<file path="src/inc/sbxe_pkg.sv">
package sbxe_pkg;

  // ********************
  // opcode formats
  // ********************
  localparam logic [4:0] SBXE_OP_SUB_REG_HI = 5'h13;
  localparam logic [7:0] SBXE_OP_SUB_DIR = 8'h95;
  localparam logic [7:0] SBXE_OP_XCH_DIR = 8'hC5;
  localparam int SBXE_REG_SEL_W = 3;
  localparam int SBXE_REG_HI_LSB = 3;

  // ********************
  // status word bit positions
  // ********************
  localparam int SBXE_PSW_CY = 7;
  localparam int SBXE_PSW_AC = 6;
  localparam int SBXE_PSW_OV = 2;
  localparam int SBXE_PSW_P = 0;
  localparam logic [7:0] SBXE_ACC_RST = 8'h00;
  localparam logic [7:0] SBXE_PSW_RST = 8'h00;
  localparam logic [7:0] SBXE_BYTE_ZERO = 8'h00;
  localparam logic [4:0] SBXE_BANK_BASE_RST = 5'h00;

  typedef enum logic [1:0] {
    SBXE_IDLE = 2'b00,
    SBXE_FETCH_ADDR = 2'b01,
    SBXE_EXEC = 2'b10
  } sbxe_state_e;

  typedef enum logic [1:0] {
    SBXE_K_NONE = 2'b00,
    SBXE_K_SUB_REG = 2'b01,
    SBXE_K_SUB_DIR = 2'b10,
    SBXE_K_XCH_DIR = 2'b11
  } sbxe_kind_e;

  // memory write request toward internal data memory
  typedef struct packed {
    logic we;
    logic [7:0] addr;
    logic [7:0] data;
  } sbxe_mem_wr_s;

endpackage : sbxe_pkg

</file>
<file path="src/verilog/sbxe_alu.sv">
`timescale 1ns/1ps
module sbxe_alu
  import sbxe_pkg::*;
(
  input wire logic [7:0] acc,
  input wire logic [7:0] opnd,
  input wire logic cy_in,
  output logic [7:0] diff,
  output logic cy_out,
  output logic ac_out,
  output logic ov_out
);
  logic [8:0] full;
  logic [4:0] low;

  // 9-bit subtraction, top bit is the borrow out of bit 7
  assign full = {1'b0, acc} - {1'b0, opnd} - {8'h00, cy_in};
  assign low = {1'b0, acc[3:0]} - {1'b0, opnd[3:0]} - {4'h0, cy_in};
  assign diff = full[7:0];
  assign cy_out = full[8];
  assign ac_out = low[4];
  // signed overflow: operand signs differ and result sign differs from acc
  assign ov_out = (acc[7] ^ opnd[7]) & (acc[7] ^ full[7]);
endmodule : sbxe_alu

</file>
<file path="src/verilog/sbxe_exec.sv">
`timescale 1ns/1ps
module sbxe_exec
  import sbxe_pkg::*;
(
  input wire logic CLK,
  input wire logic NRST,
  input wire logic OP_VALID,
  input wire logic [7:0] OP_BYTE,
  input wire logic [4:0] BANK_BASE,
  input wire logic [7:0] MEM_RDATA,
  input wire logic [7:0] PSW_IN,
  output logic OP_READY,
  output logic [7:0] MEM_RADDR,
  output sbxe_mem_wr_s MEM_WR,
  output logic [7:0] ACC,
  output logic [7:0] PROGRAM_STATUS_WORD,
  output logic DONE,
  output logic ILLEGAL
);

  // ********************
  // state and decode
  // ********************
  sbxe_state_e state_q, state_d;
  sbxe_kind_e kind_q, kind_d;
  logic [7:0] acc_q, acc_d;
  logic [7:0] psw_q, psw_d;
  logic [7:0] raddr_q, raddr_d;
  sbxe_mem_wr_s wr_q, wr_d;
  logic done_q, done_d;
  logic ill_q, ill_d;
  logic ready_q, ready_d;
  logic psw_seen_q;

  wire is_sub_reg = OP_BYTE[7:SBXE_REG_HI_LSB] == SBXE_OP_SUB_REG_HI;
  wire is_sub_dir = OP_BYTE == SBXE_OP_SUB_DIR;
  wire is_xch_dir = OP_BYTE == SBXE_OP_XCH_DIR;
  wire [SBXE_REG_SEL_W-1:0] reg_sel = OP_BYTE[SBXE_REG_SEL_W-1:0];
  // working register address: bank base in bits 7:3, register number in bits 2:0
  wire [7:0] reg_addr = {BANK_BASE, reg_sel};
  // a byte is accepted only while ready is high; during execute the memory port is busy
  wire take = OP_VALID && ready_q;
  // both direct forms need a second byte for the address
  wire is_dir_form = is_sub_dir || is_xch_dir;

  function automatic logic even_par(input logic [7:0] v);
    even_par = ^v;
  endfunction : even_par

  // ********************
  // arithmetic
  // ********************
  logic [7:0] diff;
  logic cy_n, ac_n, ov_n;
  // carry seen by the subtract: core status word, unless we already own a newer copy
  wire cy_cur = psw_seen_q ? psw_q[SBXE_PSW_CY] : PSW_IN[SBXE_PSW_CY];
  wire [7:0] psw_base = psw_seen_q ? psw_q : PSW_IN;

  sbxe_alu u_alu (
    .acc(acc_q),
    .opnd(MEM_RDATA),
    .cy_in(cy_cur),
    .diff(diff),
    .cy_out(cy_n),
    .ac_out(ac_n),
    .ov_out(ov_n)
  );

  // ********************
  // execute-cycle results
  // ********************
  // exchange: the memory byte becomes the accumulator and only parity follows it
  wire [7:0] xch_acc = MEM_RDATA;
  wire xch_par = even_par(xch_acc);
  // subtract: the difference and four freshly computed flags
  wire sub_par = even_par(diff);
  wire exec_is_xch = kind_q == SBXE_K_XCH_DIR;
  // only the exchange writes memory, so a subtract leaves its register operand alone
  wire exec_we = exec_is_xch;
  logic [7:0] psw_xch;
  logic [7:0] psw_sub;
  logic [7:0] exec_acc;
  logic [7:0] exec_psw;

  // bits the exchange does not own are passed through from the base copy
  always_comb begin
    psw_xch = psw_base;
    psw_xch[SBXE_PSW_P] = xch_par;
  end

  always_comb begin
    psw_sub = psw_base;
    psw_sub[SBXE_PSW_CY] = cy_n;
    psw_sub[SBXE_PSW_AC] = ac_n;
    psw_sub[SBXE_PSW_OV] = ov_n;
    psw_sub[SBXE_PSW_P] = sub_par;
  end

  assign exec_acc = exec_is_xch ? xch_acc : diff;
  assign exec_psw = exec_is_xch ? psw_xch : psw_sub;

  // ********************
  // sequencing
  // ********************
  // operand is read from memory in EXEC; registers sit in the same memory, so one path serves both forms
  always_comb begin
    state_d = state_q;
    kind_d = kind_q;
    acc_d = acc_q;
    psw_d = psw_q;
    raddr_d = raddr_q;
    wr_d = '{we: 1'b0, addr: raddr_q, data: SBXE_BYTE_ZERO};
    done_d = 1'b0;
    ill_d = 1'b0;
    ready_d = ready_q;
    unique case (state_q)
      SBXE_IDLE: begin
        if (take) begin
          if (is_sub_reg) begin
            kind_d = SBXE_K_SUB_REG;
            raddr_d = reg_addr;
            state_d = SBXE_EXEC;
            ready_d = 1'b0;
          end else if (is_dir_form) begin
            kind_d = is_sub_dir ? SBXE_K_SUB_DIR : SBXE_K_XCH_DIR;
            // ready stays high so the address byte may follow back to back
            state_d = SBXE_FETCH_ADDR;
          end else begin
            // any other first byte is flagged and dropped
            ill_d = 1'b1;
          end
        end
      end
      SBXE_FETCH_ADDR: begin
        if (take) begin
          raddr_d = OP_BYTE;
          state_d = SBXE_EXEC;
          ready_d = 1'b0;
        end
      end
      SBXE_EXEC: begin
        acc_d = exec_acc;
        psw_d = exec_psw;
        wr_d = '{we: exec_we, addr: raddr_q, data: acc_q};
        done_d = 1'b1;
        // cleared so a stale form never leaks into the next byte
        kind_d = SBXE_K_NONE;
        state_d = SBXE_IDLE;
        ready_d = 1'b1;
      end
      default: begin
        state_d = SBXE_IDLE;
        ready_d = 1'b1;
      end
    endcase
  end

  // ********************
  // registers
  // ********************
  // sequencing state; ready leaves reset high so a byte can be taken at once
  always_ff @(posedge CLK or negedge NRST) begin
    if (!NRST) begin
      state_q <= SBXE_IDLE;
      kind_q <= SBXE_K_NONE;
      raddr_q <= SBXE_BYTE_ZERO;
      ready_q <= 1'b1;
    end else begin
      state_q <= state_d;
      kind_q <= kind_d;
      raddr_q <= raddr_d;
      ready_q <= ready_d;
    end
  end

  // architectural results
  always_ff @(posedge CLK or negedge NRST) begin
    if (!NRST) begin
      acc_q <= SBXE_ACC_RST;
      psw_q <= SBXE_PSW_RST;
    end else begin
      acc_q <= acc_d;
      psw_q <= psw_d;
    end
  end

  // after a first completion our own flag copy is the newest one
  always_ff @(posedge CLK or negedge NRST) begin
    if (!NRST) begin
      psw_seen_q <= 1'b0;
    end else if (done_d) begin
      psw_seen_q <= 1'b1;
    end
  end

  // one-cycle pulses
  always_ff @(posedge CLK or negedge NRST) begin
    if (!NRST) begin
      wr_q <= '0;
      done_q <= 1'b0;
      ill_q <= 1'b0;
    end else begin
      wr_q <= wr_d;
      done_q <= done_d;
      ill_q <= ill_d;
    end
  end

  assign OP_READY = ready_q;
  assign MEM_RADDR = raddr_q;
  assign MEM_WR = wr_q;
  assign ACC = acc_q;
  assign PROGRAM_STATUS_WORD = psw_q;
  assign DONE = done_q;
  assign ILLEGAL = ill_q;

endmodule : sbxe_exec

</file>
<file path="config.mk">
export PLATFORM = sky130hd
export DESIGN_NAME = sbxe_exec
export DESIGN_NICKNAME = d
export VERILOG_FILES = /design/src/inc/sbxe_pkg.sv /design/src/verilog/sbxe_alu.sv /design/src/verilog/sbxe_exec.sv
export SDC_FILE = /design/constraint.sdc
export NUM_CORES = 1
export LEC_CHECK = 0
export ABC_AREA = 1
export BUFFER_PORTS_ARGS = -buffer_cell sky130_fd_sc_hd__buf_4
export CAP_MARGIN = 20
export CORE_MARGIN = 4
export CORE_UTILIZATION = 48
export DETAILED_ROUTE_END_ITERATION = 7
export HOLD_SLACK_MARGIN = 0.05
export PLACE_DENSITY = 0.77
export SKIP_CTS_REPAIR_TIMING = 1
export SLEW_MARGIN = 25
export SYNTH_ARGS = -nofsm -noshare
export SYNTH_HDL_FRONTEND = slang
export SYNTH_SLANG_ARGS = --single-unit
</file>
<file path="constraint.sdc">
create_clock -name CLK -period 2.4 [get_ports CLK]
set_clock_uncertainty 0.05 [all_clocks]
set_input_delay 0.12 -clock CLK [delete_from_list [all_inputs] [get_ports CLK]]
set_output_delay 0.12 -clock CLK [all_outputs]
set_load 0.05 [all_outputs]
</file>
# Word-level counts from Yosys, hierarchy flattened
# Index checks and enable logic that the tools add are counted.
classes:
  n_addsub: 4
  eq_ne: 11
  n_mux: 28
  bitwise_logic: 3
  n_reduce_logical: 12
ops:
  columns: ["op", "n"]
  rows:
  - ["$mux 8", 6]
  - ["$mux 17", 1]
  - ["$eq 8x8->1 const B", 2]
  - ["$pmux 8 s2", 1]
  - ["$reduce_xor 8->1", 2]
  - ["$mux 2", 7]
  - ["$mux 1", 10]
  - ["$reduce_and 3->1", 3]
  - ["$sub 8x8->9", 1]
  - ["$sub 9x1->9", 1]
  - ["$ne 2x2->1 const B", 4]
  - ["$pmux 2 s2", 2]
  - ["$eq 5x5->1 const B", 1]
  - ["$sub 4x4->5", 1]
  - ["$sub 5x1->5", 1]
  - ["$eq 2x2->1 const B", 2]
  - ["$reduce_and 4->1", 1]
  - ["$reduce_bool 2->1", 2]
  - ["$ne 3x3->1 const B", 1]
  - ["$eq 2x1->1 const B", 1]
  - ["$logic_not 2->1", 1]
  - ["$pmux 1 s2", 1]
  - ["$reduce_and 2->1", 1]
  - ["$xor 1x1->1", 2]
  - ["3 further kinds", 3]
word_totals:
  ff_bits: 49
  inputBits: 32

# Logic depth before layout (Yosys ltp)
# Gate-level depths: netlist of run 1.
depth:
  ltp_word: 6
  depth_mapped: 20
  mapped_depth_nobuf: 20

# Cells and area by module
# Synthesis of run 1 repeated with hierarchy kept, for this count alone.
unflattened:
  cells_unflattened: 357
  hier_area_um2: 2884.0
by_module_without_submodules:
  columns: ["mod", "instances", "cells_each", "area_each_um2"]
  rows:
  - ["sbxe_exec", 1, 268, 2283.4]
  - ["sbxe_alu", 1, 89, 600.6]

# Least setup slack after synthesis of run 1
# OpenSTA, ideal clock, no wires.
synth_timing:
  path_type: "register to register"
  from: "register psw_q[7] (netlist: PROGRAM_STATUS_WORD[7])"
  to: "register psw_q[0] (netlist: PROGRAM_STATUS_WORD[0])"
  arrival_ns: 2.549
  slack_ns: -0.276
  stages_incl_launch_ff: 14
  synth_period_minus_slack_ns: 2.676
  path_cell_list: "dfrtp_1 inv_1 o21a_1 fa_1 ha_1 or2_1 nand2_1 nand2_1 nand2_1 xor2_1 nand3_1 nand3_1 nand3_1 a21oi_1"
synth_between:
  elab_chain_len: 4
synth_lines:
  columns: ["item", "line", "rtl"]
  rows:
  - ["from (decl)", "sbxe_exec.sv:27", "logic [7:0] psw_q, psw_d;"]
  - ["from (signal assigned)", "sbxe_exec.sv:183", "psw_q <= psw_d;"]
  - ["$mux 1", "sbxe_exec.sv:56", "wire cy_cur = psw_seen_q ? psw_q[SBXE_PSW_CY] : PSW_IN[SBXE_PSW_CY];"]
  - ["$sub 9x1->9", "sbxe_alu.sv:17", "assign full = {1'b0, acc} - {1'b0, opnd} - {8'h00, cy_in};"]
  - ["$reduce_xor 8->1", "sbxe_exec.sv:47", "even_par = ^v;"]
  - ["$mux 8", "sbxe_exec.sv:100", "assign exec_psw = exec_is_xch ? psw_xch : psw_sub;"]
# Every way passes these cells.
# A chain may end at the register's enable or synchronous reset.

# Final worst setup path of run 1
layout_timing:
  from: "register psw_seen_q"
  to: "register psw_q[7] (netlist: PROGRAM_STATUS_WORD[7])"
layout_between:
  elab_chain_len: 3
  word_cells_on_any_way: 5
  classes_between: "add/sub (1); eq/ne (1); mux (2); reduce/logical (1)"
layout_lines:
  columns: ["item", "line", "rtl"]
  rows:
  - ["from (decl)", "sbxe_exec.sv:33", "logic psw_seen_q;"]
  - ["from (signal assigned)", "sbxe_exec.sv:190", "psw_seen_q <= 1'b0;"]
  - ["from (signal assigned)", "sbxe_exec.sv:192", "psw_seen_q <= 1'b1;"]
  - ["$mux 1", "sbxe_exec.sv:56", null]
  - ["$sub 9x1->9", "sbxe_alu.sv:17", null]
  - ["$mux 8", "sbxe_exec.sv:100", null]
# Several ways; a longest one is shown, not always the timed one.

==> results of run 1 <==
kinds of logic (layout without fill, tap and decap cells):
| logic type | count (synthesis) | in the layout |
|---|---|---|
| DFF | 49 | 49 |
| and+or+nand+nor | 167 | 167 |
| buffers and inverters | 74 | 178 |
| xor gates and xnor gates | 9 | 9 |
| AOI/OAI and AO/OA | 37 | 37 |
| adders and majority gates | 16 | 16 |
layout make-up:
type                            count  area [um2]  share of cell area
Multi-Input combinational cell    229        1470               0.369
Sequential cell                    49        1230               0.308
Timing Repair Buffer              107         852               0.213
Inverter                           63         236              0.0592
Tap cell                           72        90.1              0.0225
Clock buffer                        5        68.8              0.0172
Clock inverter                      3        43.8              0.0110
state kept, by name, indices dropped and copies added (netlist names):
name / cells
MEM_WR: 17
OP_READY: 1
state_q: 2
psw_seen_q: 1
MEM_RADDR: 8
ILLEGAL: 1
PROGRAM_STATUS_WORD: 8
kind_q: 2
DONE: 1
ACC: 8
placed cells by master (no fill, tap or decap), drive strengths merged:
cell type      n
o21ai         15
o21a           2
dlygate4sd3   15
dfstp          1
nor2          30
o221ai         8
clkbuf         5
buf           92
a211oi         1
nor3           1
nand4          1
xor2           6
or2            2
bufinv         1
o31ai          2
nand3         21
xnor2          3
fa             2
nand2        109
inv           63
dfrtp         48
a21oi          9
nor4           3
ha            14
clkinv         2
worst max-delay path by stage:
| stage | depth (start not counted) | endpoint | from |
|---|---|---|---|
| CTS | 14 | PROGRAM_STATUS_WORD[0] | psw_seen_q |
| global route | 17 | PROGRAM_STATUS_WORD[7] | psw_seen_q |
| finish | 17 | PROGRAM_STATUS_WORD[7] | psw_seen_q |
| global placement | 17 | PROGRAM_STATUS_WORD[7] | psw_seen_q |
| floorplan | 13 | PROGRAM_STATUS_WORD[0] | PROGRAM_STATUS_WORD[7] |
| detailed placement | 17 | PROGRAM_STATUS_WORD[7] | psw_seen_q |
layer usage:
layer	vias to the layer above	GRT usage	share of wire
li1	1297	-	-
met1	1211	0.243	0.41
met2	119	0.315	0.50
met3	27	0.0471	0.068
met4	0	0.0417	0.025
met5	-	0	0
worst reg2reg max path, cell delays in order (launching register included):
cell and delay [ns]:
dfrtp_1 0.41, inv_2 0.09, nand2_2 0.06, o21a_4 0.13
fa_2 0.41, inv_2 0.08, fa_2 0.25, nand2_1 0.08
nand2_1 0.08, nand2_2 0.10, nand2_4 0.11, nand2_4 0.06
nand2_4 0.10, nand2_2 0.07, a21oi_2 0.16, xor2_1 0.22
o21ai_1 0.10, o21ai_1 0.08
per-stage QoR:
step                      setup slack (ns)  hold WS (ns)  area, um2  setup TNS (ns)
after floorplan                     -0.103        -0.226       2820          -0.103
after detailed placement            -0.179         0.121       3490          -0.498
final                               -0.323        0.0472       4000           -1.07
after global placement             -0.0942         0.123       3490          -0.197
after global routing                -0.510        0.0504       4000           -2.07
after CTS                           -0.206        -0.207       3600          -0.642
==> reports/results.ini, run 1 <==
[run_status]
status=finished, violations left
violations=negative setup slack

[yosys]
ys_warn_count=0
syn_area_per_cell_um2=7.99
synth_edf_count=0
ys_seq_area_frac=0.436
synthSimpleGateAreaFrac=0.257
synth_xor_area_frac=0.0280
synth_top_area_frac=0.427
synth_flop_cell=dfrtp_1
synth_fa_ha_area_frac=0.0765
async_reset_ff_frac=1.00
syn_area_mm2=0.00281
yosysMostFrequentCell=nand2_1
synth_mux_area_frac=0
mappedNetlistNets=400
ys_ff_latch=49
synthTopCellsByCount=nand2_1, inv_1, dfrtp_1
yosys.area.top_type=dfrtp_1
synth_cell_type_count=34
synth_top_family_by_area=simple AND/OR/NAND/NOR gates
synth_area_leaders=dfrtp_1, nand2_1, inv_1
synth_compound_area_frac=0.0903
synthesis.instances=352

[timing]
tightest_slew_ns=0.604
final_hold_viol_count=0
fmax_mhz=367
rsz0062_at_grt=true
layout_min_cycle_time_ns=2.72
setup_viol=7
fin_ws_ns=-0.323
period_share=1.13
maxSlewHeadroom=0.597
drv_slew=0

[floorplan]
coreArea_mm2=0.00561
die_x_um=84.6
rows=27
start_util=0.502
ios=76
fp.dieH_um=84.6
die_area_mm2=0.00715

[route]
vias_per_cell=5.03
initialDrtViolationCount=138
drcViolationCount=0
drt_first_pass_iters=6
ant_nets=0
vias=2654
wl_per_cell_um=14.6
routed_wirelength_mm=7.68

[setup_path]
required_ns=2.57
startpoint_type=flop
slowest_delay_ns=0.41
cp_cell_sequence=inv_2 > nand2_2 > o21a_4 > fa_2 > inv_2 > fa_2 > nand2_1 > nand2_1 > nand2_2 > nand2_4 > nand2_4 > nand2_4 > nand2_2 > a21oi_2 > xor2_1 > o21ai_1 > o21ai_1
reg2reg_from=psw_seen_q
crit_slowest_cell=dfrtp_1
criticalPathCategory=flop to flop
r2r_cells=17
critical_path.max_fanout=5
critPathBufInv=2
cp_data_arrival_time_ns=2.89
end_kind=flop
r2r_slack_ns=-0.32
r2r_end=PROGRAM_STATUS_WORD[7]
crit_family=simple AND/OR/NAND/NOR gates

[global_routing]
grt_pass1_vias=2362
grt_max_degree=50
grt_pass1_wl_mm=10.9
grt-ovfl-total=0
grtUsageTotal=0.187
antenna_found_initial=0

[hold_path]
holdPathStages=3
min_from=OP_BYTE[2]
holdPathEnd=MEM_RADDR[2]
min_path_type=input port to flop

[layout]
areaGrowthSynthToFinish_pct=42.0
nets=503
drive_gt1_frac=0.386
fin_cells=528
nFillCells=443
n_antenna_cell=0
final_core_util=0.712

[placed_design]
hpwlAfterDp_mm=5.25
placed_cells=501
place.gp.congestion=0.838
port-buffer-count=74

[run]
drv_cap=0

[clocking]
cts_sinks=49
htreeDepth=2
cts_root_buf=clkbuf_8
cts_buffers=5
clk_latency_ns=0.30
clock_path_buffers=2
cts_tree=built
clkSlewWorstSetupHoldPaths_ns=0.09

Power of run 1 is not shown: default switching activity piles up to over one toggle a cycle in this logic, so the estimate is an artifact.
==> run 2: changes to the inputs <==
--- a/config.mk
+++ b/config.mk
@@ -5,14 +5,11 @@
 export SDC_FILE = /design/constraint.sdc
 export NUM_CORES = 1
 export LEC_CHECK = 0
-export ABC_AREA = 1
 export BUFFER_PORTS_ARGS = -buffer_cell sky130_fd_sc_hd__buf_4
 export CAP_MARGIN = 20
-export CORE_MARGIN = 4
-export CORE_UTILIZATION = 48
+export CORE_UTILIZATION = 35
 export DETAILED_ROUTE_END_ITERATION = 7
 export HOLD_SLACK_MARGIN = 0.05
-export PLACE_DENSITY = 0.77
 export SKIP_CTS_REPAIR_TIMING = 1
 export SLEW_MARGIN = 25
 export SYNTH_ARGS = -nofsm -noshare
==> reports/results.ini, run 2 <==
[timing]
drv_slew=0  ; unchanged
period_share=1.14  ; was 1.13
final_hold_viol_count=0  ; unchanged
layout_min_cycle_time_ns=2.75  ; was 2.72 ns
tightest_slew_ns=0.630  ; was 0.604 ns
rsz0062_at_grt=true  ; unchanged
maxSlewHeadroom=0.580  ; was 0.597
setup_viol=6  ; was 7
fin_ws_ns=-0.348  ; was -0.323 ns
fmax_mhz=364  ; was 367 MHz

[floorplan]
die_x_um=88  ; was 84.6 um
coreArea_mm2=0.00698  ; was 0.00561 mm2
fp.dieH_um=88  ; was 84.6 um
die_area_mm2=0.00774  ; was 0.00715 mm2
rows=30  ; was 27
ios=76  ; unchanged
start_util=0.371  ; was 0.502

[yosys]
ys_seq_area_frac=0.474  ; was 0.436
yosys.area.top_type=dfrtp_1  ; unchanged
synth_flop_cell=dfrtp_1  ; unchanged
synth_top_area_frac=0.464  ; was 0.427
synth_edf_count=0  ; unchanged
ys_warn_count=0  ; unchanged
synth_area_leaders=dfrtp_1, ha_1, xnor2_1  ; was dfrtp_1, nand2_1, inv_1
syn_area_per_cell_um2=10.3  ; was 7.99 um2
ys_ff_latch=49  ; unchanged
synthTopCellsByCount=dfrtp_1, nor2_1, inv_1  ; was nand2_1, inv_1, dfrtp_1
synth_cell_type_count=41  ; was 34
yosysMostFrequentCell=dfrtp_1  ; was nand2_1
synthesis.instances=251  ; was 352
syn_area_mm2=0.00259  ; was 0.00281 mm2
async_reset_ff_frac=1.00  ; unchanged
mappedNetlistNets=299  ; was 400

[route]
routed_wirelength_mm=6.00  ; was 7.68 mm
wl_per_cell_um=13.3  ; was 14.6 um
vias_per_cell=4.68  ; was 5.03
drcViolationCount=0  ; unchanged
vias=2107  ; was 2654
ant_nets=0  ; unchanged
drt_first_pass_iters=4  ; was 6
initialDrtViolationCount=36  ; was 138

[layout]
drive_gt1_frac=0.421  ; was 0.386
mostFrequentLayoutCells=buf_4, dfrtp_1, nor2_1  ; was buf_4, nand2_1, inv_1
n_antenna_cell=0  ; unchanged
nets=401  ; was 503
nFillCells=639  ; was 443
final_core_util=0.527  ; was 0.712
areaGrowthSynthToFinish_pct=42.2  ; was 42.0%
final_common_cell=buf_4  ; unchanged
largest_register_ffs=17  ; unchanged
finalInstanceArea_mm2=0.00368  ; was 0.00400 mm2

[global_routing]
grt_pass1_vias=2007  ; was 2362
antenna_found_initial=0  ; unchanged
grt-ovfl-total=0  ; unchanged
grt_max_degree=50  ; unchanged
grtUsageTotal=0.157  ; was 0.187
grt_pass1_wl_mm=9.27  ; was 10.9 mm

[setup_path]
crit_slowest_cell=fa_1  ; was dfrtp_1
cp_cell_sequence=mux2i_2 > fa_1 > ha_2 > xnor2_2 > xnor2_1 > xnor2_1 > xnor3_1 > xnor2_1 > xnor2_1 > o31ai_2  ; was inv_2 > nand2_2 > o21a_4 > fa_2 > inv_2 > fa_2 > nand2_1 > nand2_1 > nand2_2 > nand2_4 > nand2_4 > nand2_4 > nand2_2 > a21oi_2 > xor2_1 > o21ai_1 > o21ai_1
startpoint_type=flop  ; unchanged
r2r_end=PROGRAM_STATUS_WORD[0]  ; was PROGRAM_STATUS_WORD[7]
crit_family=XOR/XNOR gates  ; was simple AND/OR/NAND/NOR gates
slowest_delay_ns=0.47  ; was 0.41 ns
end_kind=flop  ; unchanged
criticalPathCategory=flop to flop  ; unchanged
r2r_slack_ns=-0.35  ; was -0.32 ns
r2r_cells=10  ; was 17
crit_path_frequent_cell=xnor2_1
required_ns=2.56  ; was 2.57 ns
reg2reg_from=psw_seen_q  ; unchanged
critical_path.max_fanout=2  ; was 5
critPathBufInv=0  ; was 2
cp_data_arrival_time_ns=2.91  ; was 2.89 ns

[hold_path]
min_path_type=input port to flop  ; unchanged
holdPathEnd=ACC[3]  ; was MEM_RADDR[2]
holdPathStages=3  ; unchanged
min_from=MEM_RDATA[3]  ; was OP_BYTE[2]

[clocking]
clk_latency_ns=0.30  ; about the same
htreeDepth=2  ; unchanged
cts_root_buf=clkbuf_8  ; unchanged
cts_sinks=49  ; unchanged
cts_tree=built  ; unchanged
clkSlewWorstSetupHoldPaths_ns=0.09  ; about the same
cts_buffers=5  ; unchanged
clock_path_buffers=2  ; unchanged

[run_status]
status=finished, violations left  ; unchanged
violations=negative setup slack  ; unchanged

[run]
drv_cap=0  ; unchanged

[placed_design]
port-buffer-count=74  ; unchanged
hpwlAfterDp_mm=4.40  ; was 5.25 mm
place_worst_setup_slack_ns=-0.331  ; was -0.179 ns
place.gp.congestion=0.797  ; was 0.838
dpl_cell_area_mm2=0.00342  ; was 0.00349 mm2

## run 2: how the worst max path moves through the flow
stage | slack [ns] | from | depth (start not counted) | to
floorplan | -0.32 | PROGRAM_STATUS_WORD[7] | 11 | PROGRAM_STATUS_WORD[0]
detailed placement | -0.33 | psw_seen_q | 10 | PROGRAM_STATUS_WORD[0]
finish | -0.35 | psw_seen_q | 10 | PROGRAM_STATUS_WORD[0]
CTS | -0.37 | psw_seen_q | 11 | PROGRAM_STATUS_WORD[0]
global placement | -0.26 | psw_seen_q | 11 | PROGRAM_STATUS_WORD[0]
global route | -0.54 | psw_seen_q | 11 | PROGRAM_STATUS_WORD[0]
## run 2: area by class of cell
class                      instances  area [um2]  area share
inverter                          23        86.3      0.0234
tap                               96         120      0.0326
multi-input combinational        163        1270       0.345
clock buffer                       5        68.8      0.0187
sequential                        49        1230       0.335
timing repair buffer             111         856       0.232
clock inverter                     3        46.3      0.0126
## run 2: logic make-up after synthesis
family | after synthesis | share of synthesized area
flip-flops | 49 | 0.474
buffers and inverters | 39 | 0.0681
adder cells (fa/ha/maj) | 16 | 0.0831
AO/OA/AOI/OAI | 46 | 0.111
multiplexers | 15 | 0.0614
XOR/XNOR | 23 | 0.0860
AND/OR/NAND/NOR | 63 | 0.116
## run 2: metal layers
metal,part of all wire,track usage,vias to the layer above
met2,0.51,0.278,43
met3,0.036,0.0349,5
met5,0,0,-
met4,0.0098,0.0402,0
li1,-,-,1036
met1,0.44,0.193,1023
## run 2: per-stage QoR
stage	setup TNS (ns)	cells	hold WS, ns
2_1_floorplan	-0.535	251	-0.226
3_3_place_gp	-0.736	432	0.136
3_5_place_dp	-0.992	432	0.135
4_1_cts	-1.14	440	-0.201
5_1_grt	-1.94	450	0.0605
6_report	-0.845	450	0.0488
## run 2: worst min-delay path, cell delays in order
cell and delay (ns):
buf_4 0.12, nand2_1 0.05, a31oi_1 0.07
Power of run 2 is left out for the same reason.
